File: config.mk
export PLATFORM = sky130hd
export DESIGN_NAME = sdram_command_engine
export DESIGN_NICKNAME = d
export VERILOG_FILES = /design/src/rtl/dummy_never.v /design/src/rtl/sdram_command_engine.v
export VERILOG_INCLUDE_DIRS = /design/src /design/src/rtl
export SDC_FILE = /design/constraint.sdc
export NUM_CORES = 1
export LEC_CHECK = 0
export BUFFER_PORTS_ARGS = -buffer_cell sky130_fd_sc_hd__buf_2
export CAP_MARGIN = 20
export CORE_MARGIN = 5
export CORE_UTILIZATION = 40
export DETAILED_ROUTE_END_ITERATION = 16
export SLEW_MARGIN = 25
export SYNTH_ARGS = -nofsm -noshare
export SYNTH_HDL_FRONTEND = slang
export SYNTH_SLANG_ARGS = --single-unit
File: constraint.sdc
create_clock -name ref_clk -period 4.7 [get_ports ref_clk]
set_input_delay 0.705 -clock ref_clk [delete_from_list [all_inputs] [get_ports ref_clk]]
set_output_delay 0.705 -clock ref_clk [all_outputs]
set_load 0.01 [all_outputs]
File: src/rtl/sdram_ctrl_map.vh
`ifndef SDRAM_CTRL_MAP_VH
`define SDRAM_CTRL_MAP_VH
// *****************************************
// register offsets of the command port
// *****************************************
`define OFS_CMD 3'h0
`define OFS_WDATA 3'h1
`define OFS_CFG 3'h2
`define OFS_STATUS 3'h3
`define OFS_RDATA 3'h4
// *****************************************
// field positions
// *****************************************
`define CMD_OP_LSB 0
`define CMD_BANK_LSB 4
`define CMD_AP_BIT 6
`define CMD_ADDR_LSB 16
`define WD_MASK_LSB 16
`define CFG_CL_BIT 2
`define CFG_RESET 8'h03
`define SD_AUTO_PRECHARGE_SELECT 10
// *****************************************
// timing
// *****************************************
`define CLK_MHZ 25
`define NS2CYC(t) ((((t)*`CLK_MHZ)+999)/1000)
`define PRECHARGE_PERIOD_NS 19
`define ROW_CYCLE_TIME_NS 70
`define RCD_NS 19
`define WR_NS 14
`define REF_PERIOD_MS 64
`define PD_LIMIT_CYC (`REF_PERIOD_MS*`CLK_MHZ*1000)
`endif

File: src/rtl/dummy_never.v
// kept empty: the whole engine lives in sdram_command_engine.v

File: src/rtl/sdram_command_engine.v
// Strobed register access and the address map were chosen for this implementation.
`include "sdram_ctrl_map.vh"

module sdram_command_engine #(
   parameter PD_LIMIT = `PD_LIMIT_CYC
) (
   input wire ref_clk,
   input wire resetn,
   input wire [2:0] bus_addr,
   input wire [31:0] bus_wdata,
   input wire bus_wr,
   input wire bus_rd,
   output reg [31:0] bus_rdata,
   output reg sd_cke,
   output reg sd_cs_n,
   output reg sd_ras_n,
   output reg sd_cas_n,
   output reg sd_we_n,
   output reg bank_select_lo,
   output reg bank_select_hi,
   output reg [12:0] sd_addr,
   output reg [1:0] sd_dqm,
   input wire [15:0] sd_dq_in,
   output reg [15:0] sd_dq_out,
   output reg sd_dq_oe
);

// *****************************************
// constants
// *****************************************
localparam [3:0] OP_NOP = 4'h0;
localparam [3:0] OP_ACT = 4'h1;
localparam [3:0] OP_WRITE = 4'h2;
localparam [3:0] OP_READ = 4'h3;
localparam [3:0] OP_PRE = 4'h4;
localparam [3:0] OP_BST = 4'h5;
localparam [3:0] OP_AREF = 4'h6;
localparam [3:0] OP_SREF_IN = 4'h7;
localparam [3:0] OP_SREF_OUT = 4'h8;
localparam [3:0] OP_PD_IN = 4'h9;
localparam [3:0] OP_PD_OUT = 4'ha;
localparam [3:0] OP_DPD_IN = 4'hb;
localparam [3:0] OP_DPD_OUT = 4'hc;
localparam [3:0] OP_SUSP = 4'hd;
localparam [3:0] OP_RESUME = 4'he;

localparam [2:0] ST_IDLE = 3'd0;
localparam [2:0] ST_WAIT = 3'd1;
localparam [2:0] ST_WBURST = 3'd2;
localparam [2:0] ST_RBURST = 3'd3;
localparam [2:0] ST_SREF = 3'd4;
localparam [2:0] ST_PDN = 3'd5;
localparam [2:0] ST_DPD = 3'd6;

localparam integer RP_CYC = `NS2CYC(`PRECHARGE_PERIOD_NS);
localparam integer RC_CYC = `NS2CYC(`ROW_CYCLE_TIME_NS);
localparam integer RCD_CYC = `NS2CYC(`RCD_NS);
localparam integer WR_CYC = `NS2CYC(`WR_NS);
localparam integer PD_CYC = PD_LIMIT;
localparam [7:0] T_RP = RP_CYC[7:0];
localparam [7:0] T_RC = RC_CYC[7:0];
localparam [7:0] T_RCD = RCD_CYC[7:0];
localparam [7:0] T_WR = WR_CYC[7:0];
localparam [20:0] PD_MAX = PD_CYC[20:0];

function [3:0] burst_len;
   input [1:0] code;
   begin
      burst_len = 4'h1 << code;
   end
endfunction

// *****************************************
// state
// *****************************************
reg [2:0] state;
reg [7:0] timer;
reg [3:0] open_bank;
reg [3:0] bcnt;
reg ap_pend;
reg [1:0] cur_bank;
reg [7:0] cfg;
reg refused;
reg init_needed;
reg aref_due;
reg suspended;
reg cke_d;
reg [3:0] wptr;
reg [17:0] wbuf [0:7];
reg [3:0] rd_pipe;
reg [15:0] rdata;
reg [20:0] pd_cnt;

wire take = bus_wr && (bus_addr == `OFS_CMD);
wire [3:0] op = bus_wdata[`CMD_OP_LSB+3:`CMD_OP_LSB];
wire [1:0] bank = bus_wdata[`CMD_BANK_LSB+1:`CMD_BANK_LSB];
wire ap = bus_wdata[`CMD_AP_BIT];
wire [12:0] cmd_addr = bus_wdata[`CMD_ADDR_LSB+12:`CMD_ADDR_LSB];
wire [3:0] blen = burst_len(cfg[1:0]);
wire cl3 = cfg[`CFG_CL_BIT];
wire bank_open = open_bank[bank];
wire in_burst = (state == ST_WBURST) || (state == ST_RBURST);
wire advance = cke_d;

reg accept;
always @* begin
   accept = 1'b0;
   case (state)
      ST_IDLE: begin
         case (op)
            OP_ACT: accept = !bank_open && !init_needed;
            OP_WRITE: accept = bank_open && (wptr != 4'h0) && (rd_pipe == 4'h0);
            OP_READ: accept = bank_open;
            OP_PRE: accept = 1'b1;
            OP_AREF: accept = (open_bank == 4'h0);
            OP_SREF_IN: accept = (open_bank == 4'h0);
            OP_PD_IN: accept = (open_bank == 4'h0);
            OP_DPD_IN: accept = (open_bank == 4'h0);
            default: accept = 1'b0;
         endcase
      end
      ST_WBURST, ST_RBURST: begin
         accept = (op == OP_BST) || (op == OP_RESUME) ||
                  (op == OP_SUSP) || (op == OP_PD_IN);
      end
      ST_SREF: accept = (op == OP_SREF_OUT);
      ST_PDN: accept = (op == OP_PD_OUT);
      ST_DPD: accept = (op == OP_DPD_OUT);
      default: accept = 1'b0;
   endcase
end

// *****************************************
// command sequencer
// *****************************************
always @(posedge ref_clk or negedge resetn) begin
   if (!resetn) begin
      state <= ST_IDLE;
      timer <= 8'h00;
      open_bank <= 4'h0;
      bcnt <= 4'h0;
      ap_pend <= 1'b0;
      cur_bank <= 2'b00;
      aref_due <= 1'b0;
      suspended <= 1'b0;
      init_needed <= 1'b0;
      pd_cnt <= 21'h000000;
      sd_cke <= 1'b1;
      sd_cs_n <= 1'b1;
      sd_ras_n <= 1'b1;
      sd_cas_n <= 1'b1;
      sd_we_n <= 1'b1;
      bank_select_lo <= 1'b0;
      bank_select_hi <= 1'b0;
      sd_addr <= 13'h0000;
      sd_dqm <= 2'b00;
      sd_dq_out <= 16'h0000;
      sd_dq_oe <= 1'b0;
   end else begin
      // default command each cycle is a plain nop
      sd_cs_n <= 1'b0;
      sd_ras_n <= 1'b1;
      sd_cas_n <= 1'b1;
      sd_we_n <= 1'b1;
      if (bus_wr && (bus_addr == `OFS_CFG))
         init_needed <= 1'b0;
      case (state)
         ST_IDLE: begin
            if (take && accept) begin
               bank_select_lo <= bank[0];
               bank_select_hi <= bank[1];
               sd_addr <= cmd_addr;
               cur_bank <= bank;
               case (op)
                  OP_ACT: begin
                     sd_ras_n <= 1'b0;
                     open_bank[bank] <= 1'b1;
                     timer <= T_RCD;
                     state <= ST_WAIT;
                  end
                  OP_WRITE: begin
                     sd_cas_n <= 1'b0;
                     sd_we_n <= 1'b0;
                     sd_addr <= {2'b00, ap, cmd_addr[9:0]};
                     ap_pend <= ap;
                     sd_dq_out <= wbuf[0][15:0];
                     sd_dqm <= wbuf[0][17:16];
                     sd_dq_oe <= 1'b1;
                     bcnt <= 4'h1;
                     state <= ST_WBURST;
                  end
                  OP_READ: begin
                     sd_cas_n <= 1'b0;
                     sd_addr <= {2'b00, ap, cmd_addr[9:0]};
                     ap_pend <= ap;
                     sd_dqm <= 2'b00;
                     bcnt <= 4'h1;
                     state <= ST_RBURST;
                  end
                  OP_PRE: begin
                     sd_ras_n <= 1'b0;
                     sd_we_n <= 1'b0;
                     sd_addr[`SD_AUTO_PRECHARGE_SELECT] <= ap;
                     if (ap)
                        open_bank <= 4'h0;
                     else
                        open_bank[bank] <= 1'b0;
                     timer <= T_RP;
                     state <= ST_WAIT;
                  end
                  OP_AREF: begin
                     sd_ras_n <= 1'b0;
                     sd_cas_n <= 1'b0;
                     timer <= T_RC;
                     state <= ST_WAIT;
                  end
                  OP_SREF_IN: begin
                     sd_ras_n <= 1'b0;
                     sd_cas_n <= 1'b0;
                     sd_cke <= 1'b0;
                     state <= ST_SREF;
                  end
                  OP_PD_IN: begin
                     sd_cs_n <= 1'b1;
                     sd_cke <= 1'b0;
                     pd_cnt <= 21'h000000;
                     state <= ST_PDN;
                  end
                  default: begin
                     sd_we_n <= 1'b0;
                     sd_cke <= 1'b0;
                     state <= ST_DPD;
                  end
               endcase
            end
         end
         ST_WAIT: begin
            if (timer > 8'h01) begin
               timer <= timer - 8'h01;
            end else if (aref_due) begin
               // extra refresh after self refresh exit
               aref_due <= 1'b0;
               sd_ras_n <= 1'b0;
               sd_cas_n <= 1'b0;
               timer <= T_RC;
            end else begin
               state <= ST_IDLE;
            end
         end
         ST_WBURST, ST_RBURST: begin
            if (take && accept && (op == OP_BST)) begin
               sd_we_n <= 1'b0;
               sd_dq_oe <= 1'b0;
               sd_dqm <= 2'b00;
               sd_cke <= 1'b1;
               suspended <= 1'b0;
               timer <= T_WR;
               state <= (state == ST_WBURST) ? ST_WAIT : ST_IDLE;
            end else begin
               if (take && accept && (op == OP_RESUME))
                  sd_cke <= 1'b1;
               else if (take && accept)
                  sd_cke <= 1'b0;
               suspended <= !sd_cke || (take && accept && (op != OP_RESUME));
               // word moves only on edges the device really clocks
               if (advance) begin
                  if (bcnt == blen) begin
                     sd_dq_oe <= 1'b0;
                     sd_dqm <= 2'b00;
                     if (state == ST_WBURST) begin
                        if (ap_pend) begin
                           open_bank[cur_bank] <= 1'b0;
                           timer <= T_WR + T_RP;
                        end else begin
                           timer <= T_WR;
                        end
                        state <= ST_WAIT;
                     end else if (ap_pend) begin
                        open_bank[cur_bank] <= 1'b0;
                        timer <= T_RP;
                        state <= ST_WAIT;
                     end else begin
                        state <= ST_IDLE;
                     end
                  end else begin
                     bcnt <= bcnt + 4'h1;
                     if (state == ST_WBURST) begin
                        sd_dq_out <= wbuf[bcnt[2:0]][15:0];
                        sd_dqm <= wbuf[bcnt[2:0]][17:16];
                     end
                  end
               end
            end
         end
         ST_SREF: begin
            sd_cs_n <= 1'b1;
            if (take && accept) begin
               sd_cke <= 1'b1;
               aref_due <= 1'b1;
               timer <= T_RC;
               state <= ST_WAIT;
            end
         end
         ST_PDN: begin
            sd_cs_n <= 1'b1;
            pd_cnt <= pd_cnt + 21'h000001;
            // forced exit keeps the array inside its refresh period
            if ((take && accept) || (pd_cnt >= PD_MAX)) begin
               sd_cke <= 1'b1;
               timer <= 8'h01;
               state <= ST_WAIT;
            end
         end
         ST_DPD: begin
            sd_cs_n <= 1'b1;
            if (take && accept) begin
               sd_cke <= 1'b1;
               init_needed <= 1'b1;
               open_bank <= 4'h0;
               timer <= T_RC;
               state <= ST_WAIT;
            end
         end
         default: state <= ST_IDLE;
      endcase
   end
end

// *****************************************
// write buffer, read capture, flags
// *****************************************
always @(posedge ref_clk or negedge resetn) begin
   if (!resetn) begin
      wptr <= 4'h0;
      rd_pipe <= 4'h0;
      rdata <= 16'h0000;
      cke_d <= 1'b1;
      refused <= 1'b0;
      cfg <= `CFG_RESET;
   end else begin
      cke_d <= sd_cke;
      if (state == ST_WBURST && (op == OP_BST || bcnt == blen) &&
          ((take && accept && op == OP_BST) || advance))
         wptr <= 4'h0;
      else if (bus_wr && (bus_addr == `OFS_WDATA) && !wptr[3] && !in_burst)
         wptr <= wptr + 4'h1;
      rd_pipe <= {rd_pipe[2:0], (take && accept && state == ST_IDLE &&
                  op == OP_READ) || (state == ST_RBURST && advance &&
                  bcnt != blen && !(take && op == OP_BST))};
      // data arrive a cas latency after the edge that registers each read word,
      // which is one edge after we launch it
      if (cl3 ? rd_pipe[3] : rd_pipe[2])
         rdata <= sd_dq_in;
      if (bus_wr && (bus_addr == `OFS_CFG))
         cfg <= bus_wdata[7:0];
      // a fresh refusal wins over the clear
      if (take && !accept)
         refused <= 1'b1;
      else if (bus_wr && (bus_addr == `OFS_STATUS))
         refused <= 1'b0;
   end
end

always @(posedge ref_clk) begin
   if (bus_wr && (bus_addr == `OFS_WDATA) && !wptr[3] && !in_burst)
      wbuf[wptr[2:0]] <= {bus_wdata[`WD_MASK_LSB+1:`WD_MASK_LSB], bus_wdata[15:0]};
end

// *****************************************
// register read port
// *****************************************
always @(posedge ref_clk or negedge resetn) begin
   if (!resetn) begin
      bus_rdata <= 32'h00000000;
   end else if (bus_rd) begin
      case (bus_addr)
         `OFS_CFG: bus_rdata <= {24'h000000, cfg};
         `OFS_STATUS: bus_rdata <= {17'h00000, wptr, suspended, init_needed,
                                    refused, state, open_bank,
                                    (state != ST_IDLE)};
         `OFS_RDATA: bus_rdata <= {16'h0000, rdata};
         default: bus_rdata <= 32'h00000000;
      endcase
   end else begin
      bus_rdata <= 32'h00000000;
   end
end

endmodule // sdram_command_engine

======== Word-level counts from Yosys, hierarchy flattened ========
Memories as Yosys holds them, arrays and structs flattened.
Cells that the tools add are included.
storage, ports and cells
  register bits after elaboration ......... 151
  memories ................................ 1
  bits in writable memories ............... 144
cells by class
  mux-type cells .......................... 112
  shifts and indexed selects .............. 1
  order comparisons ....................... 6
  reduce and logical (&&, ||, !) cells .... 78
  equality and inequality tests ........... 53
  bitwise logic cells ..................... 5
  $add $sub $neg .......................... 4
memories
  memory  words  width  rd ports  clocked after Yosys merged registers in  wr ports  RTL line                   RTL
  wbuf    8      18     2         0                                        1         sdram_command_engine.v:89  reg [17:0] wbuf [0:7];
operator list
  operator                                                          number
  16-bit two-way mux                                                6
  8-bit two-way mux                                                 10
  4-bit two-way mux                                                 14
  16-bit one-hot mux with 3 select lines                            1
  21-bit two-way mux                                                2
  21-bit one-hot mux with 2 select lines                            1
  1-bit two-way mux                                                 40
  8-bit one-hot mux with 5 select lines                             1
  32-bit two-way mux                                                1
  16-bit one-hot mux with 2 select lines                            1
  2-bit inequality test (second input constant)                     15
  3-bit one-hot mux with 5 select lines                             2
  4-bit == test (second input constant)                             7
  1-bit logical AND                                                 24
  3-bit two-way mux                                                 8
  21-bit by 1-bit adder with 21-bit output (second input constant)  1
  21-bit greater-or-equal comparator (second input constant)        1
  4-bit by 3-bit == test with 1-bit output (second input constant)  4
  4-bit inequality test (second input constant)                     4
  4-bit one-hot mux with 2 select lines                             2
  8-bit one-hot mux with 2 select lines                             1
  2-bit two-way mux                                                 7
  7-bit AND reduction                                               2
  3-bit by 2-bit == test with 1-bit output (second input constant)  4
  other kinds (44)                                                  100

======== Logic depth before layout (Yosys ltp) ========
  depth in word-level cells ............... 11
  mapped depth ............................ 11

======== Least setup slack after synthesis ========
No wires, ideal clock.
  kind .................................... input port to flip-flop
  from .................................... input port bus_addr[1]
  to ...................................... memory wbuf[0][0], enable pin
  buffers on the path ..................... 0
  library setup time ...................... 0.440 ns
  arrival time ............................ 3.020 ns
  path slack .............................. 1.241 ns
  data required time ...................... 4.260 ns
  stages .................................. 3
  cell sequence ........................... nor3b_1 > nand4b_1 > nor4_1
between the ends
  cells in the longest elaborated chain, start to end .. 6
RTL lines
  item                                                       RTL line                    RTL
  start, declared                                            sdram_command_engine.v:9    input wire [2:0] bus_addr,
  3-bit by 1-bit == test with 1-bit output (no source line)  --
  1-bit logical AND (3 in series)                            sdram_command_engine.v:365  if (bus_wr && (bus_addr == `OFS_WDATA) && !wptr[3] && !in_burst)
  1-bit two-way mux                                          sdram_command_engine.v:365
  1-bit two-way mux                                          sdram_command_engine.v:366  wbuf[wptr[2:0]] <= {bus_wdata[`WD_MASK_LSB+1:`WD_MASK_LSB], bus_wdata[15:0]};
  end, declared                                              sdram_command_engine.v:89
No other way between the ends.

======== Worst setup path after layout ========
  from .................................... register state[1]
  to ...................................... register pd_cnt[4]
between the ends
  cells in the longest elaborated chain, start to end .. 6
  elaborated cells on any way between the ends .. 14
  classes of those cells .................. eq/ne (7); mux (2); reduce/logical (5)
RTL lines
  item                                      RTL line                    RTL
  start, declared                           sdram_command_engine.v:76   reg [2:0] state;
  start signal, assigned                    sdram_command_engine.v:258  state <= (state == ST_WBURST) ? ST_WAIT : ST_IDLE;
  3-bit by 2-bit == test with 1-bit output  sdram_command_engine.v:108  case (state)
  2-bit OR reduction                        sdram_command_engine.v:108
  1-bit one-hot mux with 5 select lines     sdram_command_engine.v:108
  1-bit logical AND                         sdram_command_engine.v:169  if (take && accept) begin
  2-bit inequality test (no source line)    --
  3-bit AND reduction (no source line)      --
  end signal, assigned                      sdram_command_engine.v:306  pd_cnt <= pd_cnt + 21'h000001;
  end, declared                             sdram_command_engine.v:92   reg [20:0] pd_cnt;
Several ways; a longest one is shown, not always the timed one.
A chain may end at the register's enable or synchronous reset.

==> impl_metrics.env <==
export IMPL_slowest_delay_ps=720
export IMPL_leakage_nw=5.80
export IMPL_antenna_found_initial=2
export IMPL_crit_arrival_ps=3680
export IMPL_critPathSlowestCell="dfrtp_1"
export IMPL_hold_viol=0
export IMPL_fin_skew_ps=16.2
export IMPL_syn_avg_cell_area_um2=13.5
export IMPL_regArea_mm2=0.00766
export IMPL_gr_total_overflow=0
export IMPL_post_cts_buffers=0
export IMPL_async_flop_share_pct=48.0
export IMPL_multi_input_area_mm2=0.00446
export IMPL_r2r_slack_ps=1430
export IMPL_cts_max_level=1
export IMPL_post_cts_resized=0
export IMPL_synth_ff_type="edfxtp_1"
export IMPL_endpoint="pd_cnt[4]$_DFFE_PN0P_"
export IMPL_post_route_util_pct=46.9
export IMPL_max_freq_ghz=0.306
export IMPL_drc=0
export IMPL_syn2layout_area_growth_pct=15.6
export IMPL_initial_core_util_pct=40.6
export IMPL_required_ps=5110
export IMPL_synth_seq_area_share_pct=61.5
export IMPL_crit_family="simple AND/OR/NAND/NOR gates"
export IMPL_dieHeight_um=186
export IMPL_gp_congestion=0.826
export IMPL_hold_buffers=0
export IMPL_rows=64
export IMPL_r2r_end="pd_cnt[4]$_DFFE_PN0P_"
export IMPL_syn_area_mm2=0.0125
export IMPL_vdd_drop_max_mv=0.305
export IMPL_grt_max_degree=103
export IMPL_dp_hpwl_mm=17.3
export IMPL_tns_ps=0
export IMPL_grt_usage_pct=15.6
export IMPL_wl_per_cell_um=19.1
export IMPL_n_antenna_cell=0
export IMPL_drv_cap=0
export IMPL_setup_worst_path_class="register to register"
export IMPL_syn_inst=920
export IMPL_drt_vias_per_instance=5.33
export IMPL_grt_pass1_vias=8044
export IMPL_drt_iter0_drc=598
export IMPL_grt_pass1_wl_mm=44.3
export IMPL_post_route_period_util_pct=69.6
export IMPL_worstReg2RegStart="state[1]$_DFFE_PN0P_"
export IMPL_layout_min_cycle_time_ps=3270
export IMPL_mostFrequentLayoutCell="edfxtp_1"
export IMPL_path_clk_slew_ps=60
export IMPL_status="finished clean"
export IMPL_drive_gt1_share_pct=28.0
export IMPL_io_pins=126
export IMPL_fill_cells=2729
export IMPL_synth_edff_count=144
export IMPL_ctsRootBufferMaster="clkbuf_16"
export IMPL_wl_mm=27.6
export IMPL_cts_sinks=277
export IMPL_cts_buffers_inserted=30
export IMPL_cts_tree="yes"
export IMPL_via_count=7718
export IMPL_dieArea_mm2=0.0348
export IMPL_slew_headroom_pct=39.5
export IMPL_cellPowerDensity_mw_per_mm2=392
export IMPL_synth_yosys_warnings=0
export IMPL_min_path_type="input pin to async pin"
export IMPL_core_area_mm2=0.0307
export IMPL_worstRegToRegCells=9
export IMPL_finalSetupViolations=0
export IMPL_synth_cell_types=72
export IMPL_cts_buffer_depth=3
export IMPL_worst_slew_pin_slew_ps=908
export IMPL_crit_path_start_kind="register"
export IMPL_clk_latency_ps=550
export IMPL_fin_nets=1091
export IMPL_crit_path_start="state[1]$_DFFE_PN0P_"
export IMPL_cp_max_fo=22
export IMPL_rsz0062_at_grt="false"
export IMPL_cp_cell_sequence="nor2_1 -> nand2_1 -> a31oi_4 -> o31ai_2 -> buf_4 -> or2_1 -> buf_4 -> nor2_4 -> nor2_1"
export IMPL_first_pass_iters=5
export IMPL_ant_nets=0
export IMPL_cp_depth=9
export IMPL_final_cell_mix="edfxtp_1, dfrtp_1, buf_2"
export IMPL_die_w_um=186
export IMPL_ys_ff_latch=277
export IMPL_final_max_slew_viol_count=0
export IMPL_critPathBufInv=2
export IMPL_port_buffers=106
export IMPL_critPathCaptureType="register"
cells by family after synthesis:
| family | share of synthesized area [%] |
|---|---|
| other | 0.0301 |
| AOI/OAI and AO/OA | 8.21 |
| adders and majority gates | 0.703 |
| muxes | 14.1 |
| xor gates and xnor gates | 1.76 |
| buffers and inverters | 3.39 |
| DFF | 61.5 |
| and+or+nand+nor | 10.3 |
stage by stage:
| step | worst slack [ps] | std cells | hold WS [ps] | instance area, um2 | power (mW) |
|---|---|---|---|---|---|
| 6_report | 1430 | 1449 | 249 | 14400 | 5.65 |
| 5_1_grt | 1210 | 1449 | 336 | 14400 | 5.91 |
| 4_1_cts | 1430 | 1449 | 322 | 14400 | 5.73 |
| 3_5_place_dp | 940 | 1393 | 368 | 13400 | 3.35 |
| 3_3_place_gp | 1020 | 1393 | 360 | 13400 | 3.33 |
| 2_1_floorplan | 1240 | 935 | 354 | 12500 | 3.16 |
metal layers:
| layer | track usage (%) | share of wire [%] |
|---|---|---|
| met2 | 24.4 | 46 |
| met4 | 3.48 | 1.7 |
| met5 | 0 | 0.12 |
| met3 | 3.61 | 6.3 |
| met1 | 22.3 | 46 |
where the power goes:
| part | internal, mW | total [mW] | switching (mW) |
|---|---|---|---|
| Sequential | 2.69 | 2.81 | 0.121 |
| Combinational | 0.185 | 0.489 | 0.304 |
| Clock | 1.42 | 2.35 | 0.930 |
| Total | 4.29 | 5.65 | 1.35 |
final cells by class:
class                           instances  area share (%)
Inverter                               21           0.548
Clock buffer                           36            5.52
Tap cell                              396            3.44
Timing Repair Buffer                  127            4.84
Multi-Input combinational cell        572            31.0
Sequential cell                       277            53.2
Clock inverter                         20            1.43
registers in the layout (all words and copies together) (netlist names), 3 cells and up:
| signal | cells |
|---|---|
| bcnt | 4 |
| open_bank | 4 |
| rd_pipe | 4 |
| timer | 8 |
| cfg | 8 |
| state | 3 |
| sd_dq_out | 16 |
| wbuf | 144 |
| rdata | 16 |
| sd_addr | 13 |
| pd_cnt | 21 |
| bus_rdata | 16 |
| wptr | 4 |
cell usage after synthesis (6+ instances only):
library cell	count	area, um2
inv_1	21	78.8
nor4_1	7	43.8
nand2b_1	6	37.5
dfrtp_1	125	3130
dfstp_2	8	210
ha_1	7	87.6
nand4_1	15	93.8
nand2_1	62	233
mux2i_1	21	210
a31oi_1	9	56.3
edfxtp_1	144	4320
xor2_1	20	175
mux2_4	22	330
o211ai_1	10	75.1
and3_1	10	62.6
o21ai_0	46	230
buf_1	8	30.0
nand3_1	9	45.0
nor2_1	75	282
nor3_1	11	55.1
nor2b_1	18	113
a22oi_1	16	120
clkbuf_1	30	113
a21oi_1	33	165
mux2_2	34	383
mux4_2	37	833
o21ai_1	7	35.0
o31ai_1	6	45.0
and2_1	8	50.1
buf_4	19	143
how the worst min path moves through the flow:
stage | startpoint | end | depth (start not counted)
after global placement | rd_pipe[1]$_DFF_PN0_ | rd_pipe[2]$_DFF_PN0_ | 0
after floorplan | rd_pipe[1]$_DFF_PN0_ | rd_pipe[2]$_DFF_PN0_ | 0
after detailed placement | rd_pipe[1]$_DFF_PN0_ | rd_pipe[2]$_DFF_PN0_ | 0
after global routing | resetn | sd_dq_out[12]$_DFFE_PN0P_ | 1
final | resetn | sd_dq_out[12]$_DFFE_PN0P_ | 1
after CTS | resetn | sd_dq_out[10]$_DFFE_PN0P_ | 1
Note: power is estimated with default switching activity, not from simulation.
